**src/hw/bglue_pkg.sv**
```systemverilog
// package: board glue register map, field layout, reset values and pin bundles
package bglue_pkg;

   // word address bits of chip_enable_space_1 seen on the external_memory_interface
   localparam int BGLUE_ADDR_W   = 21;
   localparam int BGLUE_DATA_W   = 16;
   localparam int BGLUE_HALF_BIT = 20;            // set in upper half: 0x30_0000 - 0x20_0000

   // register word offsets, compared on the low address bits
   localparam int BGLUE_OFS_W = 3;
   localparam logic [BGLUE_OFS_W-1:0] BGLUE_OFS_SWITCH_LED = 3'h0;
   localparam logic [BGLUE_OFS_W-1:0] BGLUE_OFS_CARD       = 3'h2;
   localparam logic [BGLUE_OFS_W-1:0] BGLUE_OFS_REVISION   = 3'h4;
   localparam logic [BGLUE_OFS_W-1:0] BGLUE_OFS_AUX        = 3'h6;

   // switch_led_control fields
   localparam int BGLUE_SL_DIP_LSB = 4;
   localparam int BGLUE_SL_LED_LSB = 0;
   // expansion_card_control fields
   localparam int BGLUE_EC_PRESENT = 7;
   localparam int BGLUE_EC_STAT1   = 5;
   localparam int BGLUE_EC_STAT0   = 4;
   localparam int BGLUE_EC_HOLD    = 3;
   localparam int BGLUE_EC_OUT1    = 1;
   localparam int BGLUE_EC_OUT0    = 0;
   // revision_info fields
   localparam int BGLUE_RV_LOGIC_LSB = 4;
   localparam int BGLUE_RV_BOARD_LSB = 0;
   // aux_routing_control fields
   localparam int BGLUE_AX_CORE_PG  = 5;
   localparam int BGLUE_AX_MON_DIS  = 4;
   localparam int BGLUE_AX_TIMER1   = 3;
   localparam int BGLUE_AX_TIMER0   = 2;
   localparam int BGLUE_AX_SP_B     = 1;
   localparam int BGLUE_AX_SP_A     = 0;

   // reset values
   localparam logic [3:0] BGLUE_LED_RST      = 4'h0;
   localparam logic       BGLUE_HOLD_RST     = 1'b0;
   localparam logic [1:0] BGLUE_CARD_OUT_RST = 2'h0;
   localparam logic       BGLUE_MON_DIS_RST  = 1'b0;
   localparam logic [1:0] BGLUE_TIMER_RST    = 2'h0;
   localparam logic [1:0] BGLUE_ROUTE_RST    = 2'h0;

   // cycles the board reset stays up after every source has gone quiet
   localparam int BGLUE_RST_HOLD = 16;

   typedef struct packed {
      logic                    ce1_n;
      logic                    re_n;
      logic                    we_n;
      logic [BGLUE_ADDR_W-1:0] addr;
      logic [BGLUE_DATA_W-1:0] wdata;
   } bglue_bus_t;

   typedef struct packed {
      logic [3:0] dip;
      logic       card_present;
      logic [1:0] card_status;
      logic       core_pg;
      logic       button_n;
      logic       supply_ok;
   } bglue_stat_t;

   localparam bglue_bus_t BGLUE_BUS_IDLE = '{ce1_n: 1'b1, re_n: 1'b1, we_n: 1'b1, addr: '0, wdata: '0};
   localparam bglue_stat_t BGLUE_STAT_IDLE = '{dip: 4'hF, card_present: 1'b0, card_status: 2'h0,
                                               core_pg: 1'b1, button_n: 1'b1, supply_ok: 1'b1};

endpackage

```
**src/hw/bglue_top.sv**
```systemverilog
// board glue: chip_enable_space_1 split, four control registers and reset merge
//
// Function
// - registers answer at word address 0x300000
// - 16-bit access, only low byte meaningful
// - lower half flash, upper half registers
// - merge button and supervisors into board reset
// - exactly four control/status registers
// - led controls reset to zero, off
// - card hold and card outputs reset low
// - timer direction selects reset to input
// - monitor enabled, serial ports on-board at reset
// - revision register at offset 4, read-only
// - aux register at offset 6, mixed fields
// - dip states high bits, leds low bits
// - card present, status, writable card hold
// - monitor disable blocks core power reset
// - route bit one sends port to card
module bglue_top import bglue_pkg::*; #(
   parameter logic [3:0] LOGIC_REV = 4'h1,    // arbitrary value
   parameter logic [2:0] BOARD_REV = 3'h1,    // arbitrary value
   parameter int         RST_HOLD  = BGLUE_RST_HOLD
) (
   input  wire logic                    i_clk_sys,        // system clock, 100 MHz
   input  wire logic                    i_sys_rst,        // async reset, active high
   input  wire logic                    i_bus_ce1_n,      // chip_enable_space_1, low active
   input  wire logic                    i_bus_re_n,       // read strobe, low active
   input  wire logic                    i_bus_we_n,       // write strobe, low active
   input  wire logic [BGLUE_ADDR_W-1:0] i_bus_addr,       // word address within the space
   input  wire logic [BGLUE_DATA_W-1:0] i_bus_wdata,      // data pins, input side
   output logic      [BGLUE_DATA_W-1:0] o_bus_rdata,      // data pins, output side
   output logic                         o_bus_rdata_oe_n, // low while driving data
   output logic                         o_flash_ce_n,     // flash select, low active
   input  wire logic [3:0]              i_dip_switch,     // 1 = switch off
   input  wire logic                    i_card_present,   // 1 = card fitted
   input  wire logic [1:0]              i_card_status,    // card status lines
   input  wire logic                    i_core_pg,        // core power good
   input  wire logic                    i_button_n,       // reset button, low = pressed
   input  wire logic                    i_supply_ok,      // supervisor, high = good
   output logic      [3:0]              o_led_drive,      // 1 = led lit
   output logic                         o_card_rst,       // card reset, active high
   output logic      [1:0]              o_card_output,    // card control lines
   output logic      [1:0]              o_timer_dir,      // 1 = to output pin
   output logic                         o_serial_port_a_route, // 1 = to card
   output logic                         o_serial_port_b_route, // 1 = to card
   output logic                         o_board_rst       // global board reset
);

   bglue_bus_t                 bus_a;
   bglue_bus_t                 bus_s;
   bglue_stat_t                stat_a;
   bglue_stat_t                stat_s;
   logic                       sel_space;
   logic                       sel_reg;
   logic                       sel_flash;
   logic [BGLUE_OFS_W-1:0]     ofs;
   logic                       rd_act;
   logic                       wr_act;
   logic                       wr_act_q;
   logic                       wr_stb;
   logic [3:0]                 led_q;
   logic                       hold_q;
   logic [1:0]                 card_out_q;
   logic                       mon_dis_q;
   logic [1:0]                 timer_q;
   logic [1:0]                 route_q;
   logic [7:0]                 rd_byte;
   logic [BGLUE_DATA_W-1:0]    rdata_q;
   logic                       board_rst;

   assign bus_a = '{ce1_n: i_bus_ce1_n, re_n: i_bus_re_n, we_n: i_bus_we_n,
                    addr: i_bus_addr, wdata: i_bus_wdata};
   assign stat_a = '{dip: i_dip_switch, card_present: i_card_present, card_status: i_card_status,
                     core_pg: i_core_pg, button_n: i_button_n, supply_ok: i_supply_ok};

   // data is synced with its strobe; the bus keeps it steady well ahead of the strobe
   bglue_sync #(
      .W       ($bits(bglue_bus_t)),
      .RST_VAL (BGLUE_BUS_IDLE)
   ) u_bus_sync (
      .i_clk_sys (i_clk_sys),
      .i_sys_rst (i_sys_rst),
      .i_async   (bus_a),
      .o_sync    (bus_s)
   );

   bglue_sync #(
      .W       ($bits(bglue_stat_t)),
      .RST_VAL (BGLUE_STAT_IDLE)
   ) u_stat_sync (
      .i_clk_sys (i_clk_sys),
      .i_sys_rst (i_sys_rst),
      .i_async   (stat_a),
      .o_sync    (stat_s)
   );

   // space split on the top address bit; register window aliases over the upper half
   assign sel_space = ~bus_s.ce1_n;
   assign sel_reg   = sel_space & bus_s.addr[BGLUE_HALF_BIT];
   assign sel_flash = sel_space & ~bus_s.addr[BGLUE_HALF_BIT];
   assign ofs       = bus_s.addr[BGLUE_OFS_W-1:0];
   assign rd_act    = sel_reg & ~bus_s.re_n;
   assign wr_act    = sel_reg & ~bus_s.we_n;

   // flash select lags the pins by the sync depth; flash wait states must cover it
   assign o_flash_ce_n = ~sel_flash;

   always_ff @(posedge i_clk_sys or posedge i_sys_rst) begin
      if (i_sys_rst) begin
         wr_act_q <= 1'b0;
      end else begin
         wr_act_q <= wr_act;
      end
   end

   // one write per strobe, taken in the first cycle it is seen asserted
   assign wr_stb = wr_act & ~wr_act_q;

   always_ff @(posedge i_clk_sys or posedge i_sys_rst) begin
      if (i_sys_rst) begin
         led_q <= BGLUE_LED_RST;
      end else if (wr_stb && ofs == BGLUE_OFS_SWITCH_LED) begin
         led_q <= bus_s.wdata[BGLUE_SL_LED_LSB +: 4];
      end
   end

   always_ff @(posedge i_clk_sys or posedge i_sys_rst) begin
      if (i_sys_rst) begin
         hold_q     <= BGLUE_HOLD_RST;
         card_out_q <= BGLUE_CARD_OUT_RST;
      end else if (wr_stb && ofs == BGLUE_OFS_CARD) begin
         hold_q     <= bus_s.wdata[BGLUE_EC_HOLD];
         card_out_q <= {bus_s.wdata[BGLUE_EC_OUT1], bus_s.wdata[BGLUE_EC_OUT0]};
      end
   end

   always_ff @(posedge i_clk_sys or posedge i_sys_rst) begin
      if (i_sys_rst) begin
         mon_dis_q <= BGLUE_MON_DIS_RST;
         timer_q   <= BGLUE_TIMER_RST;
         route_q   <= BGLUE_ROUTE_RST;
      end else if (wr_stb && ofs == BGLUE_OFS_AUX) begin
         mon_dis_q <= bus_s.wdata[BGLUE_AX_MON_DIS];
         timer_q   <= {bus_s.wdata[BGLUE_AX_TIMER1], bus_s.wdata[BGLUE_AX_TIMER0]};
         route_q   <= {bus_s.wdata[BGLUE_AX_SP_B], bus_s.wdata[BGLUE_AX_SP_A]};
      end
   end
   // revision_info has no storage, so writes there fall through harmlessly

   always_comb begin
      rd_byte = 8'h00;
      if (ofs == BGLUE_OFS_SWITCH_LED) begin
         rd_byte[BGLUE_SL_DIP_LSB +: 4] = stat_s.dip;
         rd_byte[BGLUE_SL_LED_LSB +: 4] = led_q;
      end else if (ofs == BGLUE_OFS_CARD) begin
         rd_byte[BGLUE_EC_PRESENT] = stat_s.card_present;
         rd_byte[BGLUE_EC_STAT1]   = stat_s.card_status[1];
         rd_byte[BGLUE_EC_STAT0]   = stat_s.card_status[0];
         rd_byte[BGLUE_EC_HOLD]    = hold_q;
         rd_byte[BGLUE_EC_OUT1]    = card_out_q[1];
         rd_byte[BGLUE_EC_OUT0]    = card_out_q[0];
      end else if (ofs == BGLUE_OFS_REVISION) begin
         rd_byte[BGLUE_RV_LOGIC_LSB +: 4] = LOGIC_REV;
         rd_byte[BGLUE_RV_BOARD_LSB +: 3] = BOARD_REV;
      end else if (ofs == BGLUE_OFS_AUX) begin
         rd_byte[BGLUE_AX_CORE_PG] = stat_s.core_pg;
         rd_byte[BGLUE_AX_MON_DIS] = mon_dis_q;
         rd_byte[BGLUE_AX_TIMER1]  = timer_q[1];
         rd_byte[BGLUE_AX_TIMER0]  = timer_q[0];
         rd_byte[BGLUE_AX_SP_B]    = route_q[1];
         rd_byte[BGLUE_AX_SP_A]    = route_q[0];
      end
   end // only four offsets answer; others read zero

   always_ff @(posedge i_clk_sys or posedge i_sys_rst) begin
      if (i_sys_rst) begin
         rdata_q <= '0;
      end else begin
         rdata_q <= {8'h00, rd_byte};
      end
   end

   assign o_bus_rdata      = rdata_q;
   // enable follows the synced strobe so the pins float two cycles after the read ends
   assign o_bus_rdata_oe_n = ~rd_act;

   bglue_rst #(
      .HOLD (RST_HOLD)
   ) u_rst (
      .i_clk_sys   (i_clk_sys),
      .i_sys_rst   (i_sys_rst),
      .i_button_n  (stat_s.button_n),
      .i_supply_ok (stat_s.supply_ok),
      .i_core_pg   (stat_s.core_pg),
      .i_mon_dis   (mon_dis_q),
      .o_board_rst (board_rst)
   );

   assign o_board_rst           = board_rst;
   // the card leaves reset with the board; the hold bit can only add to it
   assign o_card_rst            = board_rst | hold_q;
   assign o_led_drive           = led_q;
   assign o_card_output         = card_out_q;
   assign o_timer_dir           = timer_q;
   assign o_serial_port_a_route = route_q[0];
   assign o_serial_port_b_route = route_q[1];

   // helper: high in the first cycle after reset release
   logic first_q;
   always_ff @(posedge i_clk_sys or posedge i_sys_rst) begin
      if (i_sys_rst) begin
         first_q <= 1'b1;
      end else begin
         first_q <= 1'b0;
      end
   end
endmodule

```
**src/hw/bglue_sync.sv**
```systemverilog
// two flip-flop synchroniser for a bundle of pin inputs
module bglue_sync import bglue_pkg::*; #(
   parameter int             W       = 1,
   parameter logic [W-1:0]   RST_VAL = '0
) (
   input  wire logic         i_clk_sys, // system clock
   input  wire logic         i_sys_rst, // async reset, active high
   input  wire logic [W-1:0] i_async,   // pin levels
   output logic      [W-1:0] o_sync     // synchronised levels
);

   logic [W-1:0] meta_q;
   logic [W-1:0] sync_q;

   always_ff @(posedge i_clk_sys or posedge i_sys_rst) begin
      if (i_sys_rst) begin
         meta_q <= RST_VAL;
         sync_q <= RST_VAL;
      end else begin
         meta_q <= i_async;
         sync_q <= meta_q;
      end
   end

   assign o_sync = sync_q;

endmodule

```
**src/hw/bglue_rst.sv**
```systemverilog
// merges button, supply and core monitor into one stretched board reset
module bglue_rst import bglue_pkg::*; #(
   parameter int HOLD = BGLUE_RST_HOLD
) (
   input  wire logic i_clk_sys,    // system clock
   input  wire logic i_sys_rst,    // async reset, active high
   input  wire logic i_button_n,   // synced push button, low = pressed
   input  wire logic i_supply_ok,  // synced supervisor, high = good
   input  wire logic i_core_pg,    // synced core power good
   input  wire logic i_mon_dis,    // core_monitor_disable register bit
   output logic      o_board_rst   // global board reset, active high
);

   localparam int CW = $clog2(HOLD + 1);
   localparam logic [CW-1:0] HOLD_C = CW'(HOLD);

   logic          req;
   logic [CW-1:0] cnt_q;
   logic          rst_q;

   // core monitor only counts while not disabled
   assign req = ~i_button_n | ~i_supply_ok | (~i_core_pg & ~i_mon_dis);

   always_ff @(posedge i_clk_sys or posedge i_sys_rst) begin
      if (i_sys_rst) begin
         cnt_q <= HOLD_C;
      end else if (req) begin
         cnt_q <= HOLD_C;
      end else if (cnt_q != '0) begin
         cnt_q <= cnt_q - CW'(1);
      end
   end

   always_ff @(posedge i_clk_sys or posedge i_sys_rst) begin
      if (i_sys_rst) begin
         rst_q <= 1'b1;
      end else begin
         rst_q <= req | (cnt_q != '0);
      end
   end

   assign o_board_rst = rst_q;

endmodule

```
**config.mk**
```make
export PLATFORM = sky130hd
export DESIGN_NAME = bglue_top
export DESIGN_NICKNAME = d
export VERILOG_FILES = /design/src/hw/bglue_pkg.sv /design/src/hw/bglue_top.sv /design/src/hw/bglue_sync.sv /design/src/hw/bglue_rst.sv
export SDC_FILE = /design/constraint.sdc
export NUM_CORES = 1
export LEC_CHECK = 0
export BUFFER_PORTS_ARGS = -buffer_cell sky130_fd_sc_hd__buf_2
export CAP_MARGIN = 0
export CORE_ASPECT_RATIO = 0.8
export CORE_MARGIN = 8
export CORE_UTILIZATION = 49
export DETAILED_ROUTE_END_ITERATION = 8
export HOLD_SLACK_MARGIN = 0.02
export PLACE_DENSITY = 0.77
export REMOVE_ABC_BUFFERS = 1
export SETUP_SLACK_MARGIN = 0.02
export SYNTH_ARGS = -nofsm -noshare
export SYNTH_HDL_FRONTEND = slang
export SYNTH_SLANG_ARGS = --single-unit
```
**constraint.sdc**
```tcl
create_clock -name i_clk_sys -period 2.7 [get_ports i_clk_sys]
set_clock_uncertainty 0.2 [all_clocks]
set_input_delay 0.54 -clock i_clk_sys [delete_from_list [all_inputs] [get_ports i_clk_sys]]
set_output_delay 0.54 -clock i_clk_sys [all_outputs]
set_load 0.02 [all_outputs]
```
After elaboration in Yosys (flattened, before gate mapping)
Index checks and enable logic that the tools add are counted.
{"block": "classes", "addsub": 1, "eq_ne": 3, "mux": 11, "bitwise_logic": 21, "n_reduce_logical": 6}
{"op": "$not 1->1", "count": 11}
{"op": "$mux 5", "count": 2}
{"op": "$mux 8", "count": 1}
{"op": "$and 1x1->1", "count": 6}
{"op": "$eq 3x3->1 const B", "count": 2}
{"op": "$mux 3", "count": 2}
{"op": "$mux 6", "count": 1}
{"op": "$reduce_bool 5->1", "count": 1}
{"op": "$sub 5x1->5 const B", "count": 1}
{"op": "$mux 2", "count": 2}
{"op": "$or 1x1->1", "count": 4}
{"op": "$eq 3x2->1 const B", "count": 1}
{"op": "$logic_and 1x1->1", "count": 3}
{"op": "$logic_not 3->1", "count": 1}
{"op": "$mux 1", "count": 3}
{"op": "$reduce_bool 2->1", "count": 1}
{"block": "totals", "reg_bits": 127, "in_bits": 52, "out_inout_bits": 30, "word_cells": 56}

Longest topological paths before layout
{"block": "logic_depth", "depth_word": 5, "depth_mapped": 6, "depth_no_buf": 5}

Cells and area by module
A second synthesis with hierarchy kept.
{"block": "hier_totals", "cells_unflattened": 213, "hier_area_um2": 3821.2}
{"module": "bglue_sync (u_bus_sync)", "n_inst": 1, "cells_per_inst": 81, "area_each_um2": 2013.2, "seq_area_each_um2": 2009.4}
{"module": "bglue_top", "n_inst": 1, "cells_per_inst": 83, "area_each_um2": 996.0, "seq_area_each_um2": 525.5}
{"module": "bglue_sync (u_stat_sync)", "n_inst": 1, "cells_per_inst": 21, "area_each_um2": 521.8, "seq_area_each_um2": 518.0}
{"module": "bglue_rst", "n_inst": 1, "cells_per_inst": 28, "area_each_um2": 290.3, "seq_area_each_um2": 152.6}

Worst setup path before layout
OpenSTA, ideal clock, no wires.
{"block": "synth_timing", "path_kind": "register to register", "from": "register u_rst.cnt_q[0]", "to": "register u_rst.cnt_q[0]", "setup_time_ns": 0.137, "arrival_ns": 1.367, "required_ns": 2.363, "path_slack_ns": 0.996, "stages_incl_launch_ff": 7, "path_buffers": 1, "period_less_slack_ns": 1.704, "cell_sequence": "dfrtp_1 > inv_1 > ha_1 > or4b_1 > buf_2 > xnor2_1 > nor2_1"}
{"block": "synth_between", "elab_chain_len": 3, "elab_cells_between_ends": 5, "cone_classes": "add/sub: 1; mux: 2; reduce/logical: 2"}
{"element": "start: declaration", "line": "bglue_rst.sv:18", "text": "logic [CW-1:0] cnt_q;"}
{"element": "start signal: assignment", "line": "bglue_rst.sv:30", "text": "cnt_q <= cnt_q - CW'(1);"}
{"element": "$sub 5x1->5", "line": "bglue_rst.sv:30"}
{"element": "$mux 5", "line": "bglue_rst.sv:29", "text": "end else if (cnt_q != '0) begin"}
{"element": "$mux 5", "line": "bglue_rst.sv:27", "text": "end else if (req) begin"}
Several ways; a longest one is shown, not always the timed one. The select of a mux whose other input is x is not followed.
A chain may end at the register's enable or synchronous reset.

Final worst setup path
{"block": "layout_timing", "from": "register u_bus_sync.sync_q[39], in the netlist u_bus_sync.o_sync[39]", "to": "output o_bus_rdata_oe_n"}
{"block": "layout_between", "elab_chain_len": 4}
{"element": "start: declaration", "line": "bglue_sync.sv:13", "text": "logic [W-1:0] sync_q;"}
{"element": "start signal: assignment", "line": "bglue_sync.sv:21", "text": "sync_q <= meta_q;"}
{"element": "$not 1->1", "line": "bglue_top.sv:98", "text": "assign sel_space = ~bus_s.ce1_n;"}
{"element": "$and 1x1->1", "line": "bglue_top.sv:99", "text": "assign sel_reg = sel_space & bus_s.addr[BGLUE_HALF_BIT];"}
{"element": "$and 1x1->1", "line": "bglue_top.sv:102", "text": "assign rd_act = sel_reg & ~bus_s.re_n;"}
{"element": "$not 1->1", "line": "bglue_top.sv:185", "text": "assign o_bus_rdata_oe_n = ~rd_act;"}
{"element": "end: declaration", "line": "bglue_top.sv:32", "text": "output logic o_bus_rdata_oe_n,"}
No other way between the ends.

==> impl_metrics.csv <==
group,metric,value,unit
outcome,status,"finished, final reports clean",
grt,grt_antenna_before_repair,0,
detailed_routing,ant_nets,0,
critical_path,cp.required,1.96,ns
power_and_ir_drop,seqPwrFrac,54.7,%
power_and_ir_drop,peakVddDrop,479,uV
die,design.core.area,4650,um^2
clock_tree,htree_num_levels,3,
cells_and_area,fin_nets,259,
power_and_ir_drop,powerDensity,774,nW/um^2
critical_path,cp-end-kind,"primary output",
cells_and_area,drive_gt1_share,41.7,%
die,die_height,78.5,um
critical_path,cp_max_fo,3,
die,row_count,22,
synth,yosysUniqueCellTypes,34,
clock_tree,cts_tree,"built",
detailed_routing,firstDrtPassIters,4,
power_and_ir_drop,p_sw,0.542,mW
sta,relSlewSlack,66.3,%
grt,grt_pass1_wl,6640,um
die,die_area,7390,um^2
cells_and_area,n_fill_cell,363,
clock_tree,post_cts_buffers,0,
synth,synthCells,154,
placed_design,portBuffers,45,
power_and_ir_drop,finalPower,2.20,mW
placed_design,gp_congestion,0.777,
sta,setup_tns,0,ns
synth,synth_top_area_share,51.2,%
power_and_ir_drop,internal-power,1.66,mW
synth,synth_seq_area_share,75.4,%
sta,fmax,507,MHz
cells_and_area,fin_util,61.3,%
die,fp.dieW,94.1,um
die,start_util,51.5,%
clock_tree,cts_sinks,71,
grt,grt_max_degree,72,
detailed_routing,wl_per_cell,14.2,um
clock_tree,cts_root_buf,"clkbuf_8",
critical_path,start_kind,"flop",
synth,synth.cell_area,2390,um^2
clock_tree,clock_path_buffers,2,
clock_tree,numCtsBuffers,9,
synth,synth_warnings,0,
cells_and_area,diodes,0,
detailed_routing,vias,1248,
synth,synth_area_per_cell,15.5,um^2
detailed_routing,avgViaCountPerCell,4.61,
synth,async_flop_share,100,%
die,ioPinCount,82,
grt,gr-total-overflow,0,
power_and_ir_drop,combPwrFrac,9.7,%
placed_design,dp_hpwl,2680,um
hold_path,hp-class,"in2async",
synth,yosys_most_used_dff,"dfrtp_1",
sta,slew_violations,0,
clock_tree,clk_pin_slew_worst_paths,0.07,ns
sta,hold_viol_final,0,
clock_tree,cts_resized,0,
sta,post-route-min-period,1.97,ns
power_and_ir_drop,p_clk_share,35.6,%
detailed_routing,drt_wl_total,3850,um
clock_tree,postCtsHoldBufs,0,
detailed_routing,drt_iter0_drc,111,
power_and_ir_drop,p_leak,1.36,nW
critical_path,crit_arrival,1.23,ns
job,maxCapViolCount,0,
detailed_routing,drc_errors,0,
cells_and_area,regArea,1800,um^2
power_and_ir_drop,swShare,24.6,%
synth,synth_seq_cells,71,
grt,grtUsageTotal,11.9,%
sta,worst_slew_pin_slew,0.503,ns
synth,synth.area.top_cells,"dfrtp_1, dfstp_2, mux2_1",
cells_and_area,multi_input_area,526,um^2
critical_path,worstSetupPathType,"reg2out",
sta,finalCritPeriodShare,73.1,%
cells_and_area,area_delta_synth_final,19.1,%
sta,grt_setup_unrepaired,"no",
sta,final-setup-viol-count,0,
clock_tree,insertion_delay,0.33,ns
grt,grt_pass1_vias,1392,
synth,synth-edff-count,0,
synth,synth_top_area_cell,"dfrtp_1",
## cells by family (layout without fill, tap and decap cells)
logic type	count (synthesis)	count (layout)	share of synthesized area, %
buffers and inverters	15	65	3.76
DFF	71	71	75.4
other	1	8	0.157
AOI/OAI and AO/OA	11	11	3.14
xor gates and xnor gates	1	1	0.366
and+or+nand+nor	38	38	9.36
muxes	16	16	7.32
adders and majority gates	1	1	0.523
## area by class of cell
type                       instances  area share [%]
sequential                        71            63.3
clock inverter                     6            2.15
clock buffer                      10            4.48
tap                               60            2.63
multi-input combinational         75            18.4
inverter                           3           0.395
timing repair buffer              46            8.60
## power groups by stage
stage / combinational, mW / sequential, mW / clock (mW)
2_1_floorplan: 0.0943 / 1.26 / 0
3_3_place_gp: 0.213 / 1.22 / 0
3_5_place_dp: 0.217 / 1.23 / 0
4_1_cts: 0.218 / 1.21 / 0.813
5_1_grt: 0.237 / 1.22 / 0.863
6_report: 0.213 / 1.21 / 0.785
## worst max-delay path, cell delays in order, from the launching register on
cell,delay (ns)
dfstp_2,0.38
or3b_1,0.36
buf_2,0.16
## stage by stage
| step | hold WS, ns | cell area [um^2] | setup slack [ns] | instances |
|---|---|---|---|---|
| final | 0.0704 | 2850 | 0.727 | 271 |
| after floorplan | 0.131 | 2340 | 0.200 | 149 |
| after global placement | 0.133 | 2660 | 0.793 | 255 |
| after detailed placement | 0.135 | 2660 | 0.753 | 255 |
| after CTS | 0.0716 | 2850 | 0.703 | 271 |
| after global routing | 0.0645 | 2850 | 0.624 | 271 |
## cell usage after synthesis (2+ instances only)
cell,number
dfrtp_1,49
dfstp_2,22
mux2_1,12
buf_4,8
nor2_1,8
a21oi_1,5
nand2_1,5
or2_1,5
mux2i_1,4
nor3_1,4
buf_2,3
inv_1,3
a211oi_1,2
nand2b_1,2
nand3b_1,2
nor2b_1,2
## flip-flops by register name (all words and copies together), names as in the netlist
register	count
u_rst.cnt_q	5
o_bus_rdata	8
u_rst.o_board_rst	1
u_stat_sync.meta_q	10
u_bus_sync.meta_q	12
route_q	2
hold_q	1
o_card_output	2
wr_act_q	1
o_led_drive	4
mon_dis_q	1
u_stat_sync.o_sync	10
u_bus_sync.o_sync	12
o_timer_dir	2
## layer usage
| layer | track usage [%] | up-vias | share of wire (%) |
|---|---|---|---|
| met5 | 0 | - | 0 |
| met1 | 12.9 | 608 | 39 |
| met3 | 6.75 | 5 | 7.7 |
| li1 | - | 599 | - |
| met2 | 19.3 | 36 | 52 |
| met4 | 3.79 | 0 | 0.94 |
## worst paths after layout
path | from | end | slack [ns] | cells after the start
setup / recovery | u_bus_sync.o_sync[39] | o_bus_rdata_oe_n | 0.73 | 2
hold reg to reg | u_bus_sync.meta_q[3] | u_bus_sync.o_sync[3] | 0.15 | 0
setup reg to reg | u_bus_sync.o_sync[17] | route_q[1] | 0.75 | 3
min in group i_clk_sys | i_dip_switch[3] | u_stat_sync.meta_q[9] | 0.10 | 1
hold / removal | i_sys_rst | u_stat_sync.meta_q[4] | 0.07 | 3
max in group asynchronous | i_sys_rst | u_bus_sync.o_sync[38] | 1.91 | 3
## layout by cell type, fill, tap and decap left out, types with 2 or more instances in the layout
cell type and n:
dfrtp_1 49, buf_2 45, dfstp_2 22, mux2_1 12
clkbuf_8 9, nor2_1 8, conb_1 8, or2_1 5
a21oi_1 5, nand2_1 5, nor3_1 4, mux2i_1 4
clkinv_2 3, nand3b_1 2, nand2b_1 2, inv_1 2
nor2b_1 2, a211oi_1 2
Note: power is estimated with default switching activity, not from simulation.
